**src/verilog/tssfc_pkg.sv**
```systemverilog
// What this block does
// - Two-speed start-up runs from internal RC first
// - Every reset forces clock select to primary
// - Every reset zeroes internal frequency select
// - Two-speed start-up only for crystal modes
// - Non-zero frequency select uses fast oscillator
// - Clock select writable before start-up timeout
// - Sleep aborts start-up, running bit clear
// - Count 1024 primary cycles, await RC fall
// - Hold clock eight falls, then switch over
// - Monitor works only when enabled
// - Failure raises flag, switches to internal
// - Fail-safe ends by reset, sleep, write
// - Fail-safe frequency follows frequency select
// - Sample clock is internal RC over 64
// - Latch cleared rising, set sysclk falling
// - Reset in fail-safe, crystal waits timer
// - Monitor enable also enables two-speed start-up
// - Reset in fail-safe, external source immediately
// - After fail-safe, follow select, keep monitoring
// - Failure forces select to internal, clears watchdog
// - No failure detection during start-up timer
// - Non-crystal primaries are monitored immediately
// - Software clock switch releases watchdog counter
// - Watchdog held in reset while timer counts
//
// Purpose: Constants for the start-up and clock monitor block, plus the
//          pin edge sampler that the main module uses.
// Assumes: Oscillator pins are far slower than i_clk.
// Notes:   Register offsets are word indices on the plain register port.
package tssfc_pkg;
  localparam int ADDR_W = 2;
  localparam int DATA_W = 8;
  localparam logic [1:0] REG_OSC_CTRL = 2'h0;
  localparam logic [1:0] REG_FAIL_STAT = 2'h1;
  // Control register fields.
  localparam int SCS_LSB = 0;
  localparam int INTERNAL_OSC_STABLE_BIT = 2;
  localparam int PRIMARY_CLOCK_RUNNING_BIT = 3;
  localparam int INTERNAL_FREQ_SELECT_LSB = 4;
  // Status register fields; writing one to the flag bit clears it.
  localparam int FLAG_BIT = 0;
  localparam int FAILSAFE_BIT = 1;
  localparam logic [1:0] SCS_PRIMARY = 2'h0;
  localparam logic [1:0] SCS_SECONDARY = 2'h1;
  localparam logic [1:0] SCS_INTERNAL = 2'h2;
  localparam logic [2:0] INTERNAL_FREQ_SELECT_RESET = 3'h0;
  // Primary oscillator configuration codes.
  localparam logic [2:0] FOSC_LP = 3'h0;
  localparam logic [2:0] FOSC_XT = 3'h1;
  localparam logic [2:0] FOSC_HS = 3'h2;
  localparam logic [2:0] FOSC_EC = 3'h3;
  localparam logic [2:0] FOSC_ERC = 3'h4;
  localparam logic [2:0] FOSC_INTERNAL_RC_LOWFREQ = 3'h5;
  // Clock source selection driven out to the clock multiplexer.
  localparam logic [2:0] SRC_NONE = 3'h0;
  localparam logic [2:0] SRC_PRIMARY = 3'h1;
  localparam logic [2:0] SRC_SECONDARY = 3'h2;
  localparam logic [2:0] SRC_LOWFREQ = 3'h3;
  localparam logic [2:0] SRC_HIGHFREQ = 3'h4;
  localparam int OST_CYCLES = 1024;
  localparam int HOLD_FALLS = 8;
  localparam int SAMPLE_DIV = 64;
endpackage : tssfc_pkg

`timescale 1ns/1ps
// Purpose: Brings one oscillator pin into i_clk and marks its edges.
// Assumes: The pin holds each level for at least two i_clk cycles.
// Notes:   Edges are detected after the two-flop synchroniser only.
module tssfc_edge (
  input wire logic i_clk,
  input wire logic i_rst_n,
  input wire logic i_ce,
  input wire logic i_pin,
  output logic o_rise,
  output logic o_fall
);
  logic meta_q;
  logic sync_q;
  logic last_q;

  always_ff @(posedge i_clk or negedge i_rst_n) begin
    if (!i_rst_n) begin
      meta_q <= 1'b0;
      sync_q <= 1'b0;
      last_q <= 1'b0;
    end else if (i_ce) begin
      meta_q <= i_pin;
      sync_q <= meta_q;
      last_q <= sync_q;
    end
  end

  assign o_rise = i_ce && sync_q && !last_q;
  assign o_fall = i_ce && !sync_q && last_q;
endmodule : tssfc_edge

```
**src/verilog/tssfc_top.sv**
```systemverilog
// Purpose: Two-speed start-up sequencer and fail-safe clock monitor.
// Assumes: Oscillators arrive as slow pins; configuration is static.
// Notes:   The block selects clock sources; the glitch-free mux is outside.
//
// The address-and-strobe port and the placing of the registers were decided locally.
`timescale 1ns/1ps
module tssfc_top #(
  parameter int OST_COUNT = tssfc_pkg::OST_CYCLES,
  parameter int HOLD_COUNT = tssfc_pkg::HOLD_FALLS,
  parameter int SAMPLE_COUNT = tssfc_pkg::SAMPLE_DIV
) (
  input wire logic i_clk,
  input wire logic i_resetn,
  input wire logic i_ce,
  input wire logic [tssfc_pkg::ADDR_W-1:0] i_addr,
  input wire logic [tssfc_pkg::DATA_W-1:0] i_wdata,
  input wire logic i_we,
  input wire logic i_re,
  output logic [tssfc_pkg::DATA_W-1:0] o_rdata,
  input wire logic i_two_speed_enable_cfg,
  input wire logic i_clock_monitor_enable_cfg,
  input wire logic [2:0] i_fosc_mode,
  input wire logic i_power_up_timer_enable_n,
  input wire logic i_power_up_done,
  input wire logic i_sleep,
  input wire logic i_wake,
  input wire logic i_watchdog_enable,
  input wire logic i_primary_osc,
  input wire logic i_secondary_timer_osc,
  input wire logic i_internal_rc_lowfreq,
  input wire logic i_internal_osc_stable,
  output logic [2:0] o_clk_src,
  output logic o_sysclk_hold_low,
  output logic o_watchdog_hold,
  output logic o_watchdog_clear,
  output logic o_osc_fail_flag
);
  import tssfc_pkg::*;

  typedef enum {
    ST_BOOT, ST_OST, ST_WAIT_FALL, ST_HOLD, ST_PRIMARY, ST_ALT,
    ST_SLEEP, ST_FAILSAFE
  } tssfc_state_t;

  logic rst_meta_q;
  logic rst_n;
  tssfc_state_t state_q;
  tssfc_state_t state_d;
  logic [1:0] scs_q;
  logic [1:0] scs_d;
  logic [2:0] internal_freq_select_q;
  logic primary_clock_running_q;
  logic primary_clock_running_d;
  logic flag_q;
  logic latch_q;
  logic [9:0] ost_cnt_q;
  logic [3:0] hold_cnt_q;
  logic [5:0] div_q;
  logic [DATA_W-1:0] rdata_q;
  logic stable_meta_q;
  logic stable_q;
  logic wdclr_q;
  logic pri_rise;
  logic pri_fall;
  logic sec_fall;
  logic rc_fall;

  // Reset release is synchronised; assertion stays asynchronous.
  always_ff @(posedge i_clk or negedge i_resetn) begin
    if (!i_resetn) begin
      rst_meta_q <= 1'b0;
      rst_n <= 1'b0;
    end else begin
      rst_meta_q <= 1'b1;
      rst_n <= rst_meta_q;
    end
  end

  tssfc_edge u_pri (
    .i_clk(i_clk), .i_rst_n(rst_n), .i_ce(i_ce), .i_pin(i_primary_osc),
    .o_rise(pri_rise), .o_fall(pri_fall)
  );
  tssfc_edge u_sec (
    .i_clk(i_clk), .i_rst_n(rst_n), .i_ce(i_ce),
    .i_pin(i_secondary_timer_osc), .o_rise(), .o_fall(sec_fall)
  );
  tssfc_edge u_rc (
    .i_clk(i_clk), .i_rst_n(rst_n), .i_ce(i_ce),
    .i_pin(i_internal_rc_lowfreq), .o_rise(), .o_fall(rc_fall)
  );

  function automatic logic is_crystal(input logic [2:0] mode);
    is_crystal = (mode == FOSC_LP) || (mode == FOSC_XT) ||
                 (mode == FOSC_HS);
  endfunction : is_crystal

  // Bus decode.
  wire wr_ctrl = i_ce && i_we && (i_addr == REG_OSC_CTRL);
  wire wr_stat = i_ce && i_we && (i_addr == REG_FAIL_STAT);
  wire flag_clr = wr_stat && i_wdata[FLAG_BIT];
  wire [1:0] wr_scs = i_wdata[SCS_LSB+1:SCS_LSB];

  wire crystal = is_crystal(i_fosc_mode);
  wire two_speed = i_two_speed_enable_cfg || i_clock_monitor_enable_cfg;
  wire pwrt_ok = i_power_up_timer_enable_n || i_power_up_done;
  wire starting = (state_q == ST_OST) || (state_q == ST_WAIT_FALL) ||
                  (state_q == ST_HOLD);
  wire ost_done = pri_rise && (ost_cnt_q == 10'(OST_COUNT - 1));
  wire hold_done = pri_fall && (hold_cnt_q == 4'(HOLD_COUNT - 1));

  // Sample clock: internal RC falls divided down; high in the upper half.
  wire [5:0] div_next = (div_q == 6'(SAMPLE_COUNT - 1)) ? 6'h0 : div_q + 6'h1;
  wire samp_rise = rc_fall && (div_next == 6'(SAMPLE_COUNT / 2));
  wire samp_fall = rc_fall && (div_next == 6'h0);

  // Only a running primary or secondary clock is watched; the start-up
  // window is excluded so a slow crystal is never called a failure.
  wire mon_pri = (state_q == ST_PRIMARY);
  wire mon_sec = (state_q == ST_ALT) && (scs_q == SCS_SECONDARY);
  wire mon_on = i_clock_monitor_enable_cfg && (mon_pri || mon_sec);
  wire sys_fall = (mon_pri && pri_fall) || (mon_sec && sec_fall);
  wire fail_det = mon_on && samp_fall && !latch_q;

  // Entry to a start sequence after reset or wake.
  function automatic tssfc_state_t start_state(input logic xtal);
    start_state = xtal ? ST_OST : ST_PRIMARY;
  endfunction : start_state

  always_comb begin
    state_d = state_q;
    scs_d = scs_q;
    primary_clock_running_d = primary_clock_running_q;
    case (state_q)
      ST_BOOT: begin
        if (pwrt_ok) begin
          state_d = start_state(crystal);
          primary_clock_running_d = !crystal;
        end
      end
      ST_OST, ST_WAIT_FALL, ST_HOLD: begin
        if (i_sleep) begin
          state_d = ST_SLEEP;
          primary_clock_running_d = 1'b0;
        end else if (wr_ctrl && wr_scs != SCS_PRIMARY) begin
          state_d = ST_ALT;
          scs_d = wr_scs;
        end else if (state_q == ST_OST && ost_done) begin
          state_d = ST_WAIT_FALL;
        end else if (state_q == ST_WAIT_FALL && rc_fall) begin
          state_d = ST_HOLD;
          primary_clock_running_d = 1'b1;
        end else if (state_q == ST_HOLD && hold_done) begin
          state_d = ST_PRIMARY;
        end
      end
      ST_PRIMARY, ST_ALT, ST_FAILSAFE: begin
        if (fail_det) begin
          state_d = ST_FAILSAFE;
          scs_d = SCS_INTERNAL;
          primary_clock_running_d = 1'b0;
        end else if (i_sleep) begin
          state_d = ST_SLEEP;
          primary_clock_running_d = 1'b0;
        end else if (wr_ctrl) begin
          scs_d = wr_scs;
          if (wr_scs != SCS_PRIMARY) begin
            state_d = ST_ALT;
          end else if (state_q != ST_PRIMARY) begin
            state_d = start_state(crystal);
            primary_clock_running_d = !crystal;
          end
        end
      end
      ST_SLEEP: begin
        if (i_wake) begin
          if (scs_q != SCS_PRIMARY) begin
            state_d = ST_ALT;
          end else begin
            state_d = start_state(crystal);
            primary_clock_running_d = !crystal;
          end
        end
      end
      default: state_d = ST_BOOT;
    endcase
  end

  always_ff @(posedge i_clk or negedge rst_n) begin
    if (!rst_n) begin
      state_q <= ST_BOOT;
      scs_q <= SCS_PRIMARY;
      internal_freq_select_q <= INTERNAL_FREQ_SELECT_RESET;
      primary_clock_running_q <= 1'b0;
    end else if (i_ce) begin
      state_q <= state_d;
      scs_q <= scs_d;
      primary_clock_running_q <= primary_clock_running_d;
      if (wr_ctrl) begin
        internal_freq_select_q <= i_wdata[INTERNAL_FREQ_SELECT_LSB+2:INTERNAL_FREQ_SELECT_LSB];
      end
    end
  end

  // Start-up timer and the hold-low counter of primary falls.
  always_ff @(posedge i_clk or negedge rst_n) begin
    if (!rst_n) begin
      ost_cnt_q <= 10'h0;
      hold_cnt_q <= 4'h0;
    end else if (i_ce) begin
      if (state_q != ST_OST) begin
        ost_cnt_q <= 10'h0;
      end else if (pri_rise) begin
        ost_cnt_q <= ost_cnt_q + 10'h1;
      end
      if (state_q != ST_HOLD) begin
        hold_cnt_q <= 4'h0;
      end else if (pri_fall) begin
        hold_cnt_q <= hold_cnt_q + 4'h1;
      end
    end
  end

  // Monitor latch: the system clock fall wins over the sample rise.
  always_ff @(posedge i_clk or negedge rst_n) begin
    if (!rst_n) begin
      div_q <= 6'h0;
      latch_q <= 1'b0;
      flag_q <= 1'b0;
      wdclr_q <= 1'b0;
    end else if (i_ce) begin
      if (rc_fall) begin
        div_q <= div_next;
      end
      if (sys_fall) begin
        latch_q <= 1'b1;
      end else if (samp_rise) begin
        latch_q <= 1'b0;
      end
      if (fail_det) begin
        flag_q <= 1'b1;
      end else if (flag_clr) begin
        flag_q <= 1'b0;
      end
      wdclr_q <= fail_det && i_watchdog_enable;
    end
  end

  always_ff @(posedge i_clk or negedge rst_n) begin
    if (!rst_n) begin
      stable_meta_q <= 1'b0;
      stable_q <= 1'b0;
      rdata_q <= '0;
    end else if (i_ce) begin
      stable_meta_q <= i_internal_osc_stable;
      stable_q <= stable_meta_q;
      if (i_re && i_addr == REG_OSC_CTRL) begin
        rdata_q <= {1'b0, internal_freq_select_q, primary_clock_running_q, stable_q && (internal_freq_select_q != 3'h0),
                    scs_q};
      end else if (i_re && i_addr == REG_FAIL_STAT) begin
        rdata_q <= {6'h0, state_q == ST_FAILSAFE, flag_q};
      end else begin
        rdata_q <= '0;
      end
    end
  end

  // Internal source runs fast or slow as the frequency field asks.
  wire [2:0] int_src = (internal_freq_select_q != 3'h0) ? SRC_HIGHFREQ : SRC_LOWFREQ;
  always_comb begin
    case (state_q)
      ST_OST, ST_WAIT_FALL, ST_HOLD: o_clk_src = two_speed ? int_src
                                                           : SRC_NONE;
      ST_PRIMARY: o_clk_src = SRC_PRIMARY;
      ST_ALT: o_clk_src = (scs_q == SCS_SECONDARY) ? SRC_SECONDARY
                                                   : int_src;
      ST_FAILSAFE: o_clk_src = int_src;
      default: o_clk_src = SRC_NONE;
    endcase
  end

  assign o_rdata = rdata_q;
  assign o_sysclk_hold_low = (state_q == ST_HOLD);
  assign o_watchdog_hold = starting;
  assign o_watchdog_clear = wdclr_q;
  assign o_osc_fail_flag = flag_q;
endmodule : tssfc_top

```
**config.mk**
```make
export PLATFORM = sky130hd
export DESIGN_NAME = tssfc_top
export DESIGN_NICKNAME = d
export VERILOG_FILES = /design/src/verilog/tssfc_pkg.sv /design/src/verilog/tssfc_top.sv
export SDC_FILE = /design/constraint.sdc
export NUM_CORES = 1
export LEC_CHECK = 0
export BUFFER_PORTS_ARGS = -buffer_cell sky130_fd_sc_hd__buf_2
export CORE_ASPECT_RATIO = 0.6
export CORE_MARGIN = 1
export CORE_UTILIZATION = 23
export DETAILED_ROUTE_END_ITERATION = 10
export SLEW_MARGIN = 20
export SYNTH_ARGS = -nofsm -noshare
export SYNTH_HDL_FRONTEND = slang
export SYNTH_HIERARCHICAL = 1
export SYNTH_SLANG_ARGS = --single-unit
```
**constraint.sdc**
```tcl
create_clock -name i_clk -period 4.1 [get_ports i_clk]
set_input_delay 0.82 -clock i_clk [delete_from_list [all_inputs] [get_ports i_clk]]
set_output_delay 0.82 -clock i_clk [all_outputs]
set_load 0.03 [all_outputs]
```
== Yosys cells after proc, flatten, opt, wreduce, memory -nomap -nowiden ==
Index checks and enable logic that the tools add are counted.
Operators by class
  $add $sub $neg: 3
  eq/ne operators: 39
  multiplexer cells: 49
  reductions and logical operators: 68
Operators by type and width (number)
  $mux 32: 12
  $eq 32x3->1 const B: 6
  $pmux 32 s4: 1
  $eq 32x2->1 const B: 3
  $eq 32x4->1 const B: 3
  $eq 32x1->1 const B: 1
  $logic_not 32->1: 1
  $ne 32x2->1 const B: 1
  $ne 32x3->1 const B: 1
  $ne 32x4->1 const B: 1
  $logic_and 1x1->1: 30
  $mux 10: 2
  $mux 1: 16
  $mux 3: 5
  $ne 3x3->1 const B: 5
  $reduce_bool 2->1: 7
  $eq 6x6->1 const B: 2
  $mux 2: 6
  $ne 4x4->1 const B: 3
  $pmux 3 s4: 1
  $reduce_and 2->1: 6
  $reduce_and 6->1: 2
  $reduce_and 11->1: 1
  $add 10x1->10 const B: 1
  23 further kinds: 42
Storage, ports and cells
  register bits after elaboration: 82
  word-level logic and storage cells: 183

== Longest topological paths before layout ==
Gate-level depths: netlist (run 1).
  depth in word-level cells: 11
  gate-level depth with buffers: 10
  gate-level depth less buffers: 8

== Cells and area by module ==
Netlist (run 1), hierarchy kept.
By module, submodules not included
  tssfc_top: instances 1, cells an instance 258, area an instance 2408.6 um^2, sequential area each 1076.0 um^2
  tssfc_edge: instances 3, cells an instance 8, area an instance 128.9 um^2, sequential area each 75.1 um^2

== Worst setup path before layout (run 1) ==
No wires, ideal clock.
  kind: reg-to-output
  from: register state_q[1]
  to: output port o_clk_src[2]
  data arrival time: 2.150 ns
  slack: 1.130 ns
  cell stages (with the launch flop): 7
  buffers on the path: 1
  path through: dfrtp_1 clkbuf_1 nor2_1 nor2_1 o21a_1 a21oi_1 nor3_1
Between the ends
  cells in the longest elaborated chain, start to end: 3
RTL lines
  from (decl): RTL line tssfc_top.sv:47  | tssfc_state_t state_q;
  from (signal assigned): RTL line tssfc_top.sv:195  | state_q <= state_d;
  $eq 32x1->1 or $eq 32x2->1 (tied branches): RTL line tssfc_top.sv:270  | case (state_q)
  $reduce_or 3->1: RTL line tssfc_top.sv:270
  $pmux 3 s4 *: RTL line tssfc_top.sv:270
  to (decl): RTL line tssfc_top.sv:32  | output logic [2:0] o_clk_src,
Mark *: on every way between the ends. The rest lies on a longest branch, timed or not.

== Worst setup path in the final report (run 1) ==
  from: register state_q[0]
  to: output port o_clk_src[2]
The elaborated chain is that of the path after synthesis.

==> reports/metrics.json, run 1 <==
{
  "slew_headroom": {"value": 36.7, "unit": "%"},
  "place.detailed.hpwl": {"value": 4710, "unit": "um"},
  "grt_pass1_wl": {"value": 10900, "unit": "um"},
  "die_y": {"value": 87.1, "unit": "um"},
  "area_growth_syn_to_layout": {"value": 18.6, "unit": "%"},
  "design.core.area": {"value": 11500, "unit": "um^2"},
  "ctsHoldBuffers": {"value": 0},
  "setup_violations": {"value": 0},
  "drt-pass1-iter-count": {"value": 4},
  "clk_pin_slew": {"value": 60, "unit": "ps"},
  "filler_cells": {"value": 1209},
  "worstSetupPathType": {"value": "reg2out"},
  "cts_sinks": {"value": 52},
  "avgSynthCellArea": {"value": 9.91, "unit": "um^2"},
  "drc": {"value": 0},
  "number_of_global_route_vias_before_repair": {"value": 2170},
  "antennaDiodeCount": {"value": 0},
  "initial_core_util": {"value": 24.1, "unit": "%"},
  "finalHoldViolCount": {"value": 0},
  "cts.repair_timing.setup_buffer_count": {"value": 0},
  "finish.net_count": {"value": 349},
  "cts_tree": {"value": "done"},
  "globalplace.congestion": {"value": 0.842},
  "grt_overflow_total": {"value": 0},
  "syn_nets": {"value": 313},
  "setup_repair_after_global_routing_missed_its_margin": {"value": "no"},
  "clock_path_buffers": {"value": 2},
  "cp_data_arrival_time": {"value": 2130, "unit": "ps"},
  "timing.critical_path.fanout_max": {"value": 17},
  "setup.worst_path.start_class": {"value": "flip-flop"},
  "clock_insertion_delay_worst_skew": {"value": 290, "unit": "ps"},
  "ant_nets": {"value": 0},
  "die_width": {"value": 144, "unit": "um"},
  "final_util": {"value": 28.6, "unit": "%"},
  "power.static_leakage": {"value": 1.48, "unit": "nW"},
  "vias_per_cell": {"value": 4.59},
  "vdd_ir_drop_max": {"value": 193, "unit": "uV"},
  "hold_path.class": {"value": "in2async"},
  "cts-root-buf": {"value": "sky130_fd_sc_hd__clkbuf_16"},
  "status": {"value": "completed"},
  "totalNegativeSetupSlack": {"value": 0, "unit": "ps"},
  "number_of_primary_i_o_pins": {"value": 44},
  "mappedNetlistArea": {"value": 2780, "unit": "um^2"},
  "worst_setup_ep_type": {"value": "output pin"},
  "place.port_buffers": {"value": 39},
  "timing.fmax": {"value": 339, "unit": "MHz"},
  "floorplan.rows": {"value": 30},
  "post_syn_instances": {"value": 280},
  "p_per_area": {"value": 509, "unit": "nW/um^2"},
  "timing_worst_slew_pin_value": {"value": 936, "unit": "ps"},
  "groute.layer.met1.usage": {"value": 16.7, "unit": "%"},
  "post-route-period-util": {"value": 72.0, "unit": "%"},
  "vias": {"value": 2190},
  "largest_net_degree_at_the_start_of_global_routing": {"value": 51},
  "worst_clock_skew": {"value": 4.62, "unit": "ps"},
  "dr.first_iter.drc_count": {"value": 154},
  "timing.max_cap.violations": {"value": 0},
  "cts_resized": {"value": 0},
  "tritoncts.num_buffers": {"value": 5},
  "number_of_antenna_violations_at_the_first_check_in_global_routing": {"value": 0},
  "worst-r2r-cell-count": {"value": 8},
  "maxSlewViolCount": {"value": 0},
  "gr-usage-met2": {"value": 15.8, "unit": "%"},
  "grt-busiest-layer": {"value": "met1"},
  "die-area": {"value": 12500, "unit": "um^2"},
  "ff2ff_setup_slack": {"value": 1220, "unit": "ps"},
  "cts_max_level": {"value": 2},
  "ys.warnings.count": {"value": 6},
  "routed_wirelength": {"value": 6360, "unit": "um"},
  "layout-drive-gt1-share": {"value": 24.3, "unit": "%"},
  "globalRouteTotalUtil": {"value": 11.4, "unit": "%"},
  "use_met3": {"value": 3.74, "unit": "%"},
  "worstPathRequired": {"value": 3280, "unit": "ps"},
  "routedWlPerCell": {"value": 13.3, "unit": "um"},
  "min_period": {"value": 2950, "unit": "ps"}
}
[sequential cells by signal, indices dropped and copies added, names as in the netlist, 2 cells and up]
register and count:
div_q 6, hold_cnt_q 4, internal_freq_select_q 3, o_rdata 7, ost_cnt_q 10, scs_q 2, state_q 3
[path summary, 6_finish.rpt]
path | start | end
worst max register to register | div_q[0] | primary_clock_running_q
worst min-delay path | i_resetn | rst_n
min in group i_clk | rst_meta_q | rst_n
worst max-delay path | state_q[0] | o_clk_src[2]
max in group asynchronous | rst_n | ost_cnt_q[1]
worst min register to register | rst_n | u_sec/last_q
[worst max-delay path: stages, from the launching register on]
cell                      delay, ps
sky130_fd_sc_hd__dfrtp_1        700
sky130_fd_sc_hd__nor2_1         190
sky130_fd_sc_hd__nor2_1         250
sky130_fd_sc_hd__o21a_1         210
sky130_fd_sc_hd__a21oi_1         50
sky130_fd_sc_hd__nor3_1         200
sky130_fd_sc_hd__buf_2          230
[power breakdown]
group,total (mW),switching (mW),internal (mW)
Combinational,0.491,0.280,0.211
Clock,0.473,0.183,0.290
Sequential,0.710,0.121,0.590
[per-layer routing]
layer	part of all wire, %	routed length (um)
met1	53	3350
met3	6.2	394
met4	0.87	55
met2	40	2560
met5	0	0
[stage by stage]
step / cells / hold slack (ps) / power [mW] / worst slack [ps] / instance area [um^2]
after floorplan: 280 / 331 / 1.07 / 1130 / 2780
after global placement: 469 / 339 / 1.19 / 890 / 3120
after detailed placement: 469 / 350 / 1.20 / 906 / 3120
after CTS: 477 / 292 / 1.68 / 1190 / 3290
after global routing: 477 / 288 / 1.78 / 1010 / 3290
final: 477 / 298 / 1.67 / 1150 / 3290
[placed cells by master (no fill, tap or decap), types with 5 or more instances in the layout]
master / instances
sky130_fd_sc_hd__a21oi_1: 10
sky130_fd_sc_hd__buf_2: 39
sky130_fd_sc_hd__clkbuf_16: 5
sky130_fd_sc_hd__dfrtp_1: 51
sky130_fd_sc_hd__inv_1: 12
sky130_fd_sc_hd__mux2_2: 15
sky130_fd_sc_hd__nand2_1: 28
sky130_fd_sc_hd__nand3_1: 9
sky130_fd_sc_hd__nand4_1: 7
sky130_fd_sc_hd__nor2_1: 25
sky130_fd_sc_hd__nor3_1: 8
sky130_fd_sc_hd__o21ai_0: 16
sky130_fd_sc_hd__xor2_1: 5
[cell type report]
class                   count  area [um^2]  area share, %
clock buffers               6          129           3.91
clock inverters             2         38.8           1.18
inverters                  12         45.0           1.37
multi-input cells         205         1370           41.7
flip-flops and latches     52         1310           39.6
well taps                 160          200           6.08
repair buffers             40          203           6.16
Note: power is estimated with default switching activity, not from simulation.
==> run 2: changes to the inputs <==
ABC_AREA = 1   (was unset)
clock period = 2.5 ns   (was 4.1 ns; I/O delays follow)
==> run 2 against run 1 <==
Synthesized area increased by 6.2%. Worst hold slack improved by 59 ps. Clock skew is 1.6 ps higher. Synthesized cell count rose by 43%.
==> reports/metrics.json, run 2 <==
{
  "layout-drive-gt1-share": {"value": 19.0, "unit": "%", "change": "was 24.3%"},
  "maxSlewViolCount": {"value": 0, "change": "unchanged"},
  "seq_area": {"value": 1310, "unit": "um^2", "change": "unchanged"},
  "cts_max_level": {"value": 2, "change": "unchanged"},
  "fin_hold_ws": {"value": 357, "unit": "ps", "change": "was 298 ps"},
  "ant_nets": {"value": 0, "change": "unchanged"},
  "area_growth_syn_to_layout": {"value": 20.6, "unit": "%", "change": "was 18.6%"},
  "timing.fmax": {"value": 420, "unit": "MHz"},
  "layout.cells.most_common": {"value": "sky130_fd_sc_hd__nand2_1", "change": "was sky130_fd_sc_hd__dfrtp_1"},
  "setup_repair_after_global_routing_missed_its_margin": {"value": "no", "change": "unchanged"},
  "filler_cells": {"value": 1358, "change": "was 1,209"},
  "number_of_antenna_violations_at_the_first_check_in_global_routing": {"value": 0, "change": "unchanged"},
  "report.power.total": {"value": 2.94, "unit": "mW", "change": "was 1.67 mW"},
  "clk_pin_slew": {"value": 70, "unit": "ps", "change": "was 60 ps"},
  "tritoncts.num_buffers": {"value": 5, "change": "unchanged"},
  "worst_setup_ep_type": {"value": "output pin", "change": "unchanged"},
  "routedWlPerCell": {"value": 12.4, "unit": "um", "change": "was 13.3 um"},
  "grt_pass1_wl": {"value": 12600, "unit": "um", "change": "was 10,900 um"},
  "timing.critical_path.fanout_max": {"value": 7, "change": "was 17"},
  "clock_insertion_delay_worst_skew": {"value": 300, "unit": "ps", "change": "was 290 ps"},
  "hold_path.class": {"value": "reg2reg", "change": "was in2async"},
  "totalNegativeSetupSlack": {"value": 0, "unit": "ps", "change": "unchanged"},
  "setup.worst_path.start_class": {"value": "flip-flop", "change": "unchanged"},
  "syn_nets": {"value": 432, "change": "was 313"},
  "globalRouteTotalUtil": {"value": 12.3, "unit": "%", "change": "was 11.4%"},
  "p_per_area": {"value": 826, "unit": "nW/um^2", "change": "was 509 nW/um^2"},
  "cts-root-buf": {"value": "sky130_fd_sc_hd__clkbuf_16", "change": "unchanged"},
  "post-route-period-util": {"value": 95.2, "unit": "%"},
  "worst_clock_skew": {"value": 6.26, "unit": "ps", "change": "was 4.62 ps"},
  "cts_tree": {"value": "done", "change": "unchanged"},
  "place.detailed.hpwl": {"value": 5880, "unit": "um", "change": "was 4710 um"},
  "clock_path_buffers": {"value": 2, "change": "unchanged"},
  "worstSetupPathType": {"value": "reg2out", "change": "unchanged"},
  "die_y": {"value": 89.7, "unit": "um", "change": "was 87.1 um"},
  "post_syn_instances": {"value": 399, "change": "was 280"},
  "mappedNetlistArea": {"value": 2950, "unit": "um^2", "change": "was 2780 um^2"},
  "drc": {"value": 0, "change": "unchanged"},
  "cts_sinks": {"value": 52, "change": "unchanged"},
  "vias": {"value": 2699, "change": "was 2,190"},
  "worstPathRequired": {"value": 2000, "unit": "ps", "change": "was 3280 ps"},
  "critical_path_buf_inv_count": {"value": 1, "change": "unchanged"},
  "cp_cell_sequence": {"value": "nor2_2 > o21ai_0 > or2_2 > o211ai_1 > buf_2", "change": "was nor2_1 > nor2_1 > o21a_1 > a21oi_1 > nor3_1 > buf_2"},
  "largest_net_degree_at_the_start_of_global_routing": {"value": 51, "change": "unchanged"},
  "vdd_ir_drop_max": {"value": 263, "unit": "uV", "change": "was 193 uV"},
  "place.port_buffers": {"value": 39, "change": "unchanged"},
  "vias_per_cell": {"value": 4.40, "change": "was 4.59"},
  "number_of_primary_i_o_pins": {"value": 44, "change": "unchanged"},
  "placedCellCount": {"value": 603, "change": "was 469"},
  "power.static_leakage": {"value": 1.80, "unit": "nW", "change": "was 1.48 nW"},
  "placedInstanceArea": {"value": 3360, "unit": "um^2", "change": "was 3120 um^2"},
  "status": {"value": "completed", "change": "unchanged"},
  "cp_top_family": {"value": "simple AND/OR/NAND/NOR gates", "change": "was flip-flops"},
  "number_of_global_route_vias_before_repair": {"value": 2558, "change": "was 2,170"},
  "initial_core_util": {"value": 24.0, "unit": "%", "change": "was 24.1%"},
  "setup_violations": {"value": 0, "change": "unchanged"},
  "timing.max_cap.violations": {"value": 0, "change": "unchanged"},
  "dr.first_iter.drc_count": {"value": 141, "change": "was 154"},
  "area_of_combinational_cells_with_multiple_inputs": {"value": 1390, "unit": "um^2", "change": "was 1370 um^2"},
  "grt_overflow_total": {"value": 0, "change": "unchanged"},
  "timing_worst_slew_pin_value": {"value": 651, "unit": "ps", "change": "was 936 ps"},
  "finish.net_count": {"value": 480, "change": "was 349"},
  "mostFrequentLayoutCells": {"value": "117 x sky130_fd_sc_hd__nand2_1, 52 x sky130_fd_sc_hd__inv_1, 49 x sky130_fd_sc_hd__dfrtp_1, 39 x sky130_fd_sc_hd__buf_2, 33 x sky130_fd_sc_hd__nand3_1", "change": "was 51 x sky130_fd_sc_hd__dfrtp_1, 39 x sky130_fd_sc_hd__buf_2, 28 x sky130_fd_sc_hd__nand2_1, 25 x sky130_fd_sc_hd__nor2_1, 16 x sky130_fd_sc_hd__o21ai_0"},
  "critical-path-max-stage-delay": {"value": 500, "unit": "ps", "change": "was 700 ps"},
  "flip_flop_count_of_the_largest_register_all_copies_and_words_added": {"value": 10, "change": "unchanged"},
  "antennaDiodeCount": {"value": 0, "change": "unchanged"},
  "finalInstanceArea": {"value": 3550, "unit": "um^2", "change": "was 3290 um^2"},
  "finalNonFillerCells": {"value": 613, "change": "was 477"},
  "die-area": {"value": 13300, "unit": "um^2", "change": "was 12,500 um^2"},
  "min_period": {"value": 2380, "unit": "ps"},
  "cp_data_arrival_time": {"value": 1880, "unit": "ps", "change": "was 2130 ps"},
  "slew_headroom": {"value": 56.6, "unit": "%", "change": "was 36.7%"},
  "die_width": {"value": 148, "unit": "um", "change": "was 144 um"},
  "globalplace.congestion": {"value": 0.872, "change": "was 0.842"},
  "floorplan.rows": {"value": 31, "change": "was 30"},
  "design.core.area": {"value": 12300, "unit": "um^2", "change": "was 11,500 um^2"},
  "finalHoldViolCount": {"value": 0, "change": "unchanged"},
  "drt-pass1-iter-count": {"value": 6, "change": "was 4"},
  "slowest_stage": {"value": "sky130_fd_sc_hd__dfrtp_1", "change": "unchanged"},
  "routed_wirelength": {"value": 7580, "unit": "um", "change": "was 6360 um"},
  "ys.warnings.count": {"value": 6, "change": "unchanged"},
  "largest_register": {"value": "ost_cnt_q", "change": "unchanged"},
  "avgSynthCellArea": {"value": 7.38, "unit": "um^2", "change": "was 9.91 um^2"}
}
## run 2: cell types whose count changed in the layout (fill, tap and decap cells not counted), sizes merged, moves of 6 or more
cell,previous run,this run
buf,40,46
mux2,19,0
o21ai,16,29
a21oi,10,16
nand3,9,36
nand2,28,123
inv,13,57
nor2,25,37
## run 2: power by group
group	internal [mW]	switching, mW	total, mW
clock network	0.502	0.325	0.827
logic	0.330	0.670	1.00
registers	0.971	0.138	1.11
## run 2: path summary, 6_finish.rpt
path	startpoint	endpoint	slack, ps	depth (start not counted)
worst min register to register	rst_meta_q	rst_n	360	0
worst min-delay path	rst_meta_q	rst_n	360	0
worst max-delay path	state_q[2]	o_clk_src[1]	120	5
worst max register to register	div_q[1]	state_q[0]	430	13
max in group asynchronous	rst_n	state_q[0]	1640	1
min in group asynchronous	rst_n	u_rc/meta_q	380	1
## run 2: cell type report
type / count / share of cell area, %
Multi-Input combinational cell: 284 / 39.2
Sequential cell: 52 / 36.7
Timing Repair Buffer: 47 / 7.25
Inverter: 57 / 6.02
Tap cell: 165 / 5.81
Clock buffer: 6 / 3.91
Clock inverter: 2 / 1.09
## run 2: through the flow
step,utilization [%],worst slack (ps)
after global routing,29.0,22.7
final,29.0,121
after CTS,28.9,45.2
after detailed placement,27.4,252
after global placement,27.4,323
after floorplan,-,166
## run 2: routing by layer
metal  part of all wire, %  global-route usage (%)
met5                     0                       0
met4                   1.3                    4.40
met3                   4.8                    3.13
met2                    40                    18.0
met1                    54                    17.5
## run 2: repair_timing
item                       in CTS  in global routing
hold endpoints to repair        2                  0
setup endpoints to repair       1                  2
setup buffers                   0                  1
resized for setup               1                  1
hold buffers                    1                  0
## run 2: worst register-to-register path, stage by stage, from the launching register on
cell	delay (ps)
sky130_fd_sc_hd__dfrtp_1	420
sky130_fd_sc_hd__ha_1	220
sky130_fd_sc_hd__nand2_1	90
sky130_fd_sc_hd__nor2_1	90
sky130_fd_sc_hd__nand2_1	80
sky130_fd_sc_hd__nand3_1	90
sky130_fd_sc_hd__nand2_1	130
sky130_fd_sc_hd__nor2_1	150
sky130_fd_sc_hd__nand3_1	230
sky130_fd_sc_hd__nand2_2	190
sky130_fd_sc_hd__inv_2	80
sky130_fd_sc_hd__nor2_4	110
sky130_fd_sc_hd__nand2_1	60
sky130_fd_sc_hd__nand2_1	60
==> run 3: changes to the inputs <==
ABC_AREA = 0   (was 1)
CAP_MARGIN = 15   (was unset)
==> run 3 against run 2 <==
Sequential power hardly changed. Final area is 1.9% lower. First-iteration DRC count is 4.3% lower. Highest routed layer unchanged. Critical path type is now reg2reg. Clock power down 4.6%. Worst hold slack got worse by 130 ps. Non-clock buffer count up 14. Global-route usage is 0.74 points lower. Routed wire length decreased by 13%. Die area decreased by 5.7%. Combinational power barely moved.
==> reports/metrics.json, run 3 (synthesis gave the netlist of run 1 again) <==
{
  "status": {"value": "completed", "change": "unchanged"},
  "vias_per_cell": {"value": 4.66, "change": "was 4.40"},
  "timing.critical_path.fanout_max": {"value": 5, "change": "was 7"},
  "maxSlewViolCount": {"value": 0, "change": "unchanged"},
  "finalNonFillerCells": {"value": 498, "change": "was 613"},
  "cts_sinks": {"value": 52, "change": "unchanged"},
  "hold_path.class": {"value": "reg2async", "change": "was reg2reg"},
  "min_period": {"value": 2430, "unit": "ps", "change": "was 2380 ps"},
  "post-route-period-util": {"value": 97.4, "unit": "%", "change": "was 95.2%"},
  "die_width": {"value": 144, "unit": "um", "change": "was 148 um"},
  "flip_flop_count_of_the_largest_register_all_copies_and_words_added": {"value": 10, "change": "unchanged"},
  "cts.repair_timing.setup_buffer_count": {"value": 0, "change": "unchanged"},
  "finalHoldViolCount": {"value": 0, "change": "unchanged"},
  "vdd_ir_drop_max": {"value": 268, "unit": "uV", "change": "was 263 uV"},
  "die-area": {"value": 12500, "unit": "um^2", "change": "was 13,300 um^2"},
  "ant_nets": {"value": 0, "change": "unchanged"},
  "mostFrequentLayoutCells": {"value": "51 x sky130_fd_sc_hd__dfrtp_1, 39 x sky130_fd_sc_hd__buf_2, 28 x sky130_fd_sc_hd__nand2_1, 25 x sky130_fd_sc_hd__nor2_1, 21 x sky130_fd_sc_hd__buf_4", "change": "was 117 x sky130_fd_sc_hd__nand2_1, 52 x sky130_fd_sc_hd__inv_1, 49 x sky130_fd_sc_hd__dfrtp_1, 39 x sky130_fd_sc_hd__buf_2, 33 x sky130_fd_sc_hd__nand3_1"},
  "die_y": {"value": 87.1, "unit": "um", "change": "was 89.7 um"},
  "routed_wirelength": {"value": 6610, "unit": "um", "change": "was 7580 um"},
  "ff2ff_setup_slack": {"value": 70, "unit": "ps", "change": "was 430 ps"},
  "comb_power_share": {"value": 35.4, "unit": "%", "change": "was 34.1%"},
  "drt-pass1-iter-count": {"value": 4, "change": "was 6"},
  "globalRouteTotalUtil": {"value": 11.5, "unit": "%", "change": "was 12.3%"},
  "rr_endpoint": {"value": "primary_clock_running_q", "change": "was state_q[0]"},
  "slowest_stage": {"value": "sky130_fd_sc_hd__dfrtp_1", "change": "unchanged"},
  "power.switching": {"value": 1.01, "unit": "mW", "change": "was 1.13 mW"},
  "grt_overflow_total": {"value": 0, "change": "unchanged"},
  "cp_cell_sequence": {"value": "ha_2 > and2_4 > or3_1 > a31oi_2 > and4_4 > o41ai_4 > a2111oi_2 > mux2_1", "change": "was nor2_2 > o21ai_0 > or2_2 > o211ai_1 > buf_2"},
  "timing.rr.start": {"value": "div_q[1]", "change": "unchanged"},
  "timing.max_cap.violations": {"value": 0, "change": "unchanged"},
  "globalplace.congestion": {"value": 0.883, "change": "was 0.872"},
  "dr.first_iter.drc_count": {"value": 135, "change": "was 141"},
  "drc": {"value": 0, "change": "unchanged"},
  "floorplan.rows": {"value": 30, "change": "was 31"},
  "cts_max_level": {"value": 2, "change": "unchanged"},
  "seq_power_share": {"value": 37.3, "unit": "%", "change": "was 37.8%"},
  "power.static_leakage": {"value": 1.59, "unit": "nW", "change": "was 1.80 nW"},
  "antennaDiodeCount": {"value": 0, "change": "unchanged"},
  "grt_pass1_wl": {"value": 11200, "unit": "um", "change": "was 12,600 um"},
  "worstSetupPathType": {"value": "reg2reg", "change": "was reg2out"},
  "timing.fmax": {"value": 411, "unit": "MHz", "change": "was 420 MHz"},
  "clock_insertion_delay_worst_skew": {"value": 300, "unit": "ps", "change": "about the same"},
  "totalNegativeSetupSlack": {"value": 0, "unit": "ps", "change": "unchanged"},
  "area_growth_syn_to_layout": {"value": 25.7, "unit": "%", "change": "was 20.6%"},
  "worst-r2r-cell-count": {"value": 8, "change": "was 13"},
  "design.core.area": {"value": 11500, "unit": "um^2", "change": "was 12,300 um^2"},
  "largest_register": {"value": "ost_cnt_q", "change": "unchanged"},
  "cp_top_family": {"value": "simple AND/OR/NAND/NOR gates", "change": "unchanged"},
  "number_of_primary_i_o_pins": {"value": 44, "change": "unchanged"},
  "p_per_area": {"value": 831, "unit": "nW/um^2", "change": "was 826 nW/um^2"},
  "layout.cells.most_common": {"value": "sky130_fd_sc_hd__dfrtp_1", "change": "was sky130_fd_sc_hd__nand2_1"},
  "worstPathRequired": {"value": 2680, "unit": "ps", "change": "was 2000 ps"},
  "setup_violations": {"value": 0, "change": "unchanged"},
  "worst_clock_skew": {"value": 7.08, "unit": "ps", "change": "was 6.26 ps"},
  "slew_headroom": {"value": 61.6, "unit": "%", "change": "was 56.6%"},
  "cts-root-buf": {"value": "sky130_fd_sc_hd__clkbuf_16", "change": "unchanged"},
  "number_of_antenna_violations_at_the_first_check_in_global_routing": {"value": 0, "change": "unchanged"},
  "cts_tree": {"value": "done", "change": "unchanged"},
  "power.internal": {"value": 1.89, "unit": "mW", "change": "was 1.80 mW"},
  "number_of_global_route_vias_before_repair": {"value": 2258, "change": "was 2,558"},
  "power_frac_clock": {"value": 27.2, "unit": "%", "change": "was 28.2%"},
  "finish.net_count": {"value": 370, "change": "was 480"},
  "setup.worst_path.start_class": {"value": "flip-flop", "change": "unchanged"},
  "placedCellCount": {"value": 489, "change": "was 603"},
  "vias": {"value": 2323, "change": "was 2,699"},
  "netSwitchingFraction": {"value": 34.8, "unit": "%", "change": "was 38.6%"},
  "routedWlPerCell": {"value": 13.3, "unit": "um", "change": "was 12.4 um"},
  "clock_path_buffers": {"value": 2, "change": "unchanged"},
  "place.detailed.hpwl": {"value": 4970, "unit": "um", "change": "was 5880 um"},
  "worst_setup_ep_type": {"value": "flip-flop", "change": "was output pin"},
  "initial_core_util": {"value": 24.1, "unit": "%", "change": "was 24.0%"},
  "clk_pin_slew": {"value": 70, "unit": "ps", "change": "about the same"},
  "layout-drive-gt1-share": {"value": 30.5, "unit": "%", "change": "was 19.0%"},
  "largest_net_degree_at_the_start_of_global_routing": {"value": 31, "change": "was 51"},
  "critical_path_buf_inv_count": {"value": 0, "change": "was 1"},
  "cp_data_arrival_time": {"value": 2610, "unit": "ps", "change": "was 1880 ps"},
  "timing_worst_slew_pin_value": {"value": 570, "unit": "ps", "change": "was 651 ps"},
  "place.port_buffers": {"value": 39, "change": "unchanged"},
  "tritoncts.num_buffers": {"value": 5, "change": "unchanged"},
  "critical-path-max-stage-delay": {"value": 380, "unit": "ps", "change": "was 500 ps"}
}
[run 3: worst max path at each step]
| stage | startpoint | end | slack [ps] | cells past startpoint |
|---|---|---|---|---|
| floorplan | div_q[0] | state_q[0] | -40 | 10 |
| global placement | div_q[1] | primary_clock_running_q | -10 | 8 |
| detailed placement | div_q[0] | primary_clock_running_q | 5 | 8 |
| CTS | div_q[1] | primary_clock_running_q | 20 | 8 |
| global route | div_q[1] | primary_clock_running_q | -7 | 8 |
| finish | div_q[1] | primary_clock_running_q | 70 | 8 |
[run 3: what timing repair did]
action | CTS | global route
hold buffers | 1 | 0
gates resized for setup | 1 | 2
endpoints found under the setup margin | 4 | 4
endpoints found under the hold margin | 2 | 0
[run 3: power groups by stage]
stage / clock, mW / combinational [mW] / sequential (mW)
after floorplan: 0 / 0.691 / 1.09
after global placement: 0 / 0.997 / 1.09
after detailed placement: 0 / 1.01 / 1.10
after CTS: 0.811 / 1.01 / 1.08
after global routing: 0.840 / 1.13 / 1.10
final: 0.789 / 1.03 / 1.08
[run 3: final cells by class]
type,count,area (um^2)
tap,160,200
clock buffer,6,129
timing repair buffer,61,363
fill,1218,8040
sequential,52,1300
multi-input combinational,205,1410
clock inverter,2,38.8
inverter,12,45.0
[run 3: per-layer routing]
metal  global-route usage, %  vias up  routed length (um)
met1                    17.3     1125                3530
met4                    2.61        0                  48
met5                       0        -                   0
met2                    15.8       63                2590
li1                        -     1127                   -
met3                    3.63        8                 436
[run 3: per-stage QoR]
| stage | util, % | hold WS [ps] | total power [mW] | setup slack, ps | cell area (um^2) |
|---|---|---|---|---|---|
| final | 30.3 | 225 | 2.90 | 66.0 | 3490 |
| after global routing | 30.3 | 268 | 3.07 | -6.78 | 3490 |
| after CTS | 30.2 | 250 | 2.91 | 22.0 | 3480 |
| after detailed placement | 28.6 | 243 | 2.10 | 5.47 | 3300 |
| after global placement | 28.6 | 237 | 2.08 | -13.5 | 3300 |
| after floorplan | - | 204 | 1.78 | -36.3 | 2810 |
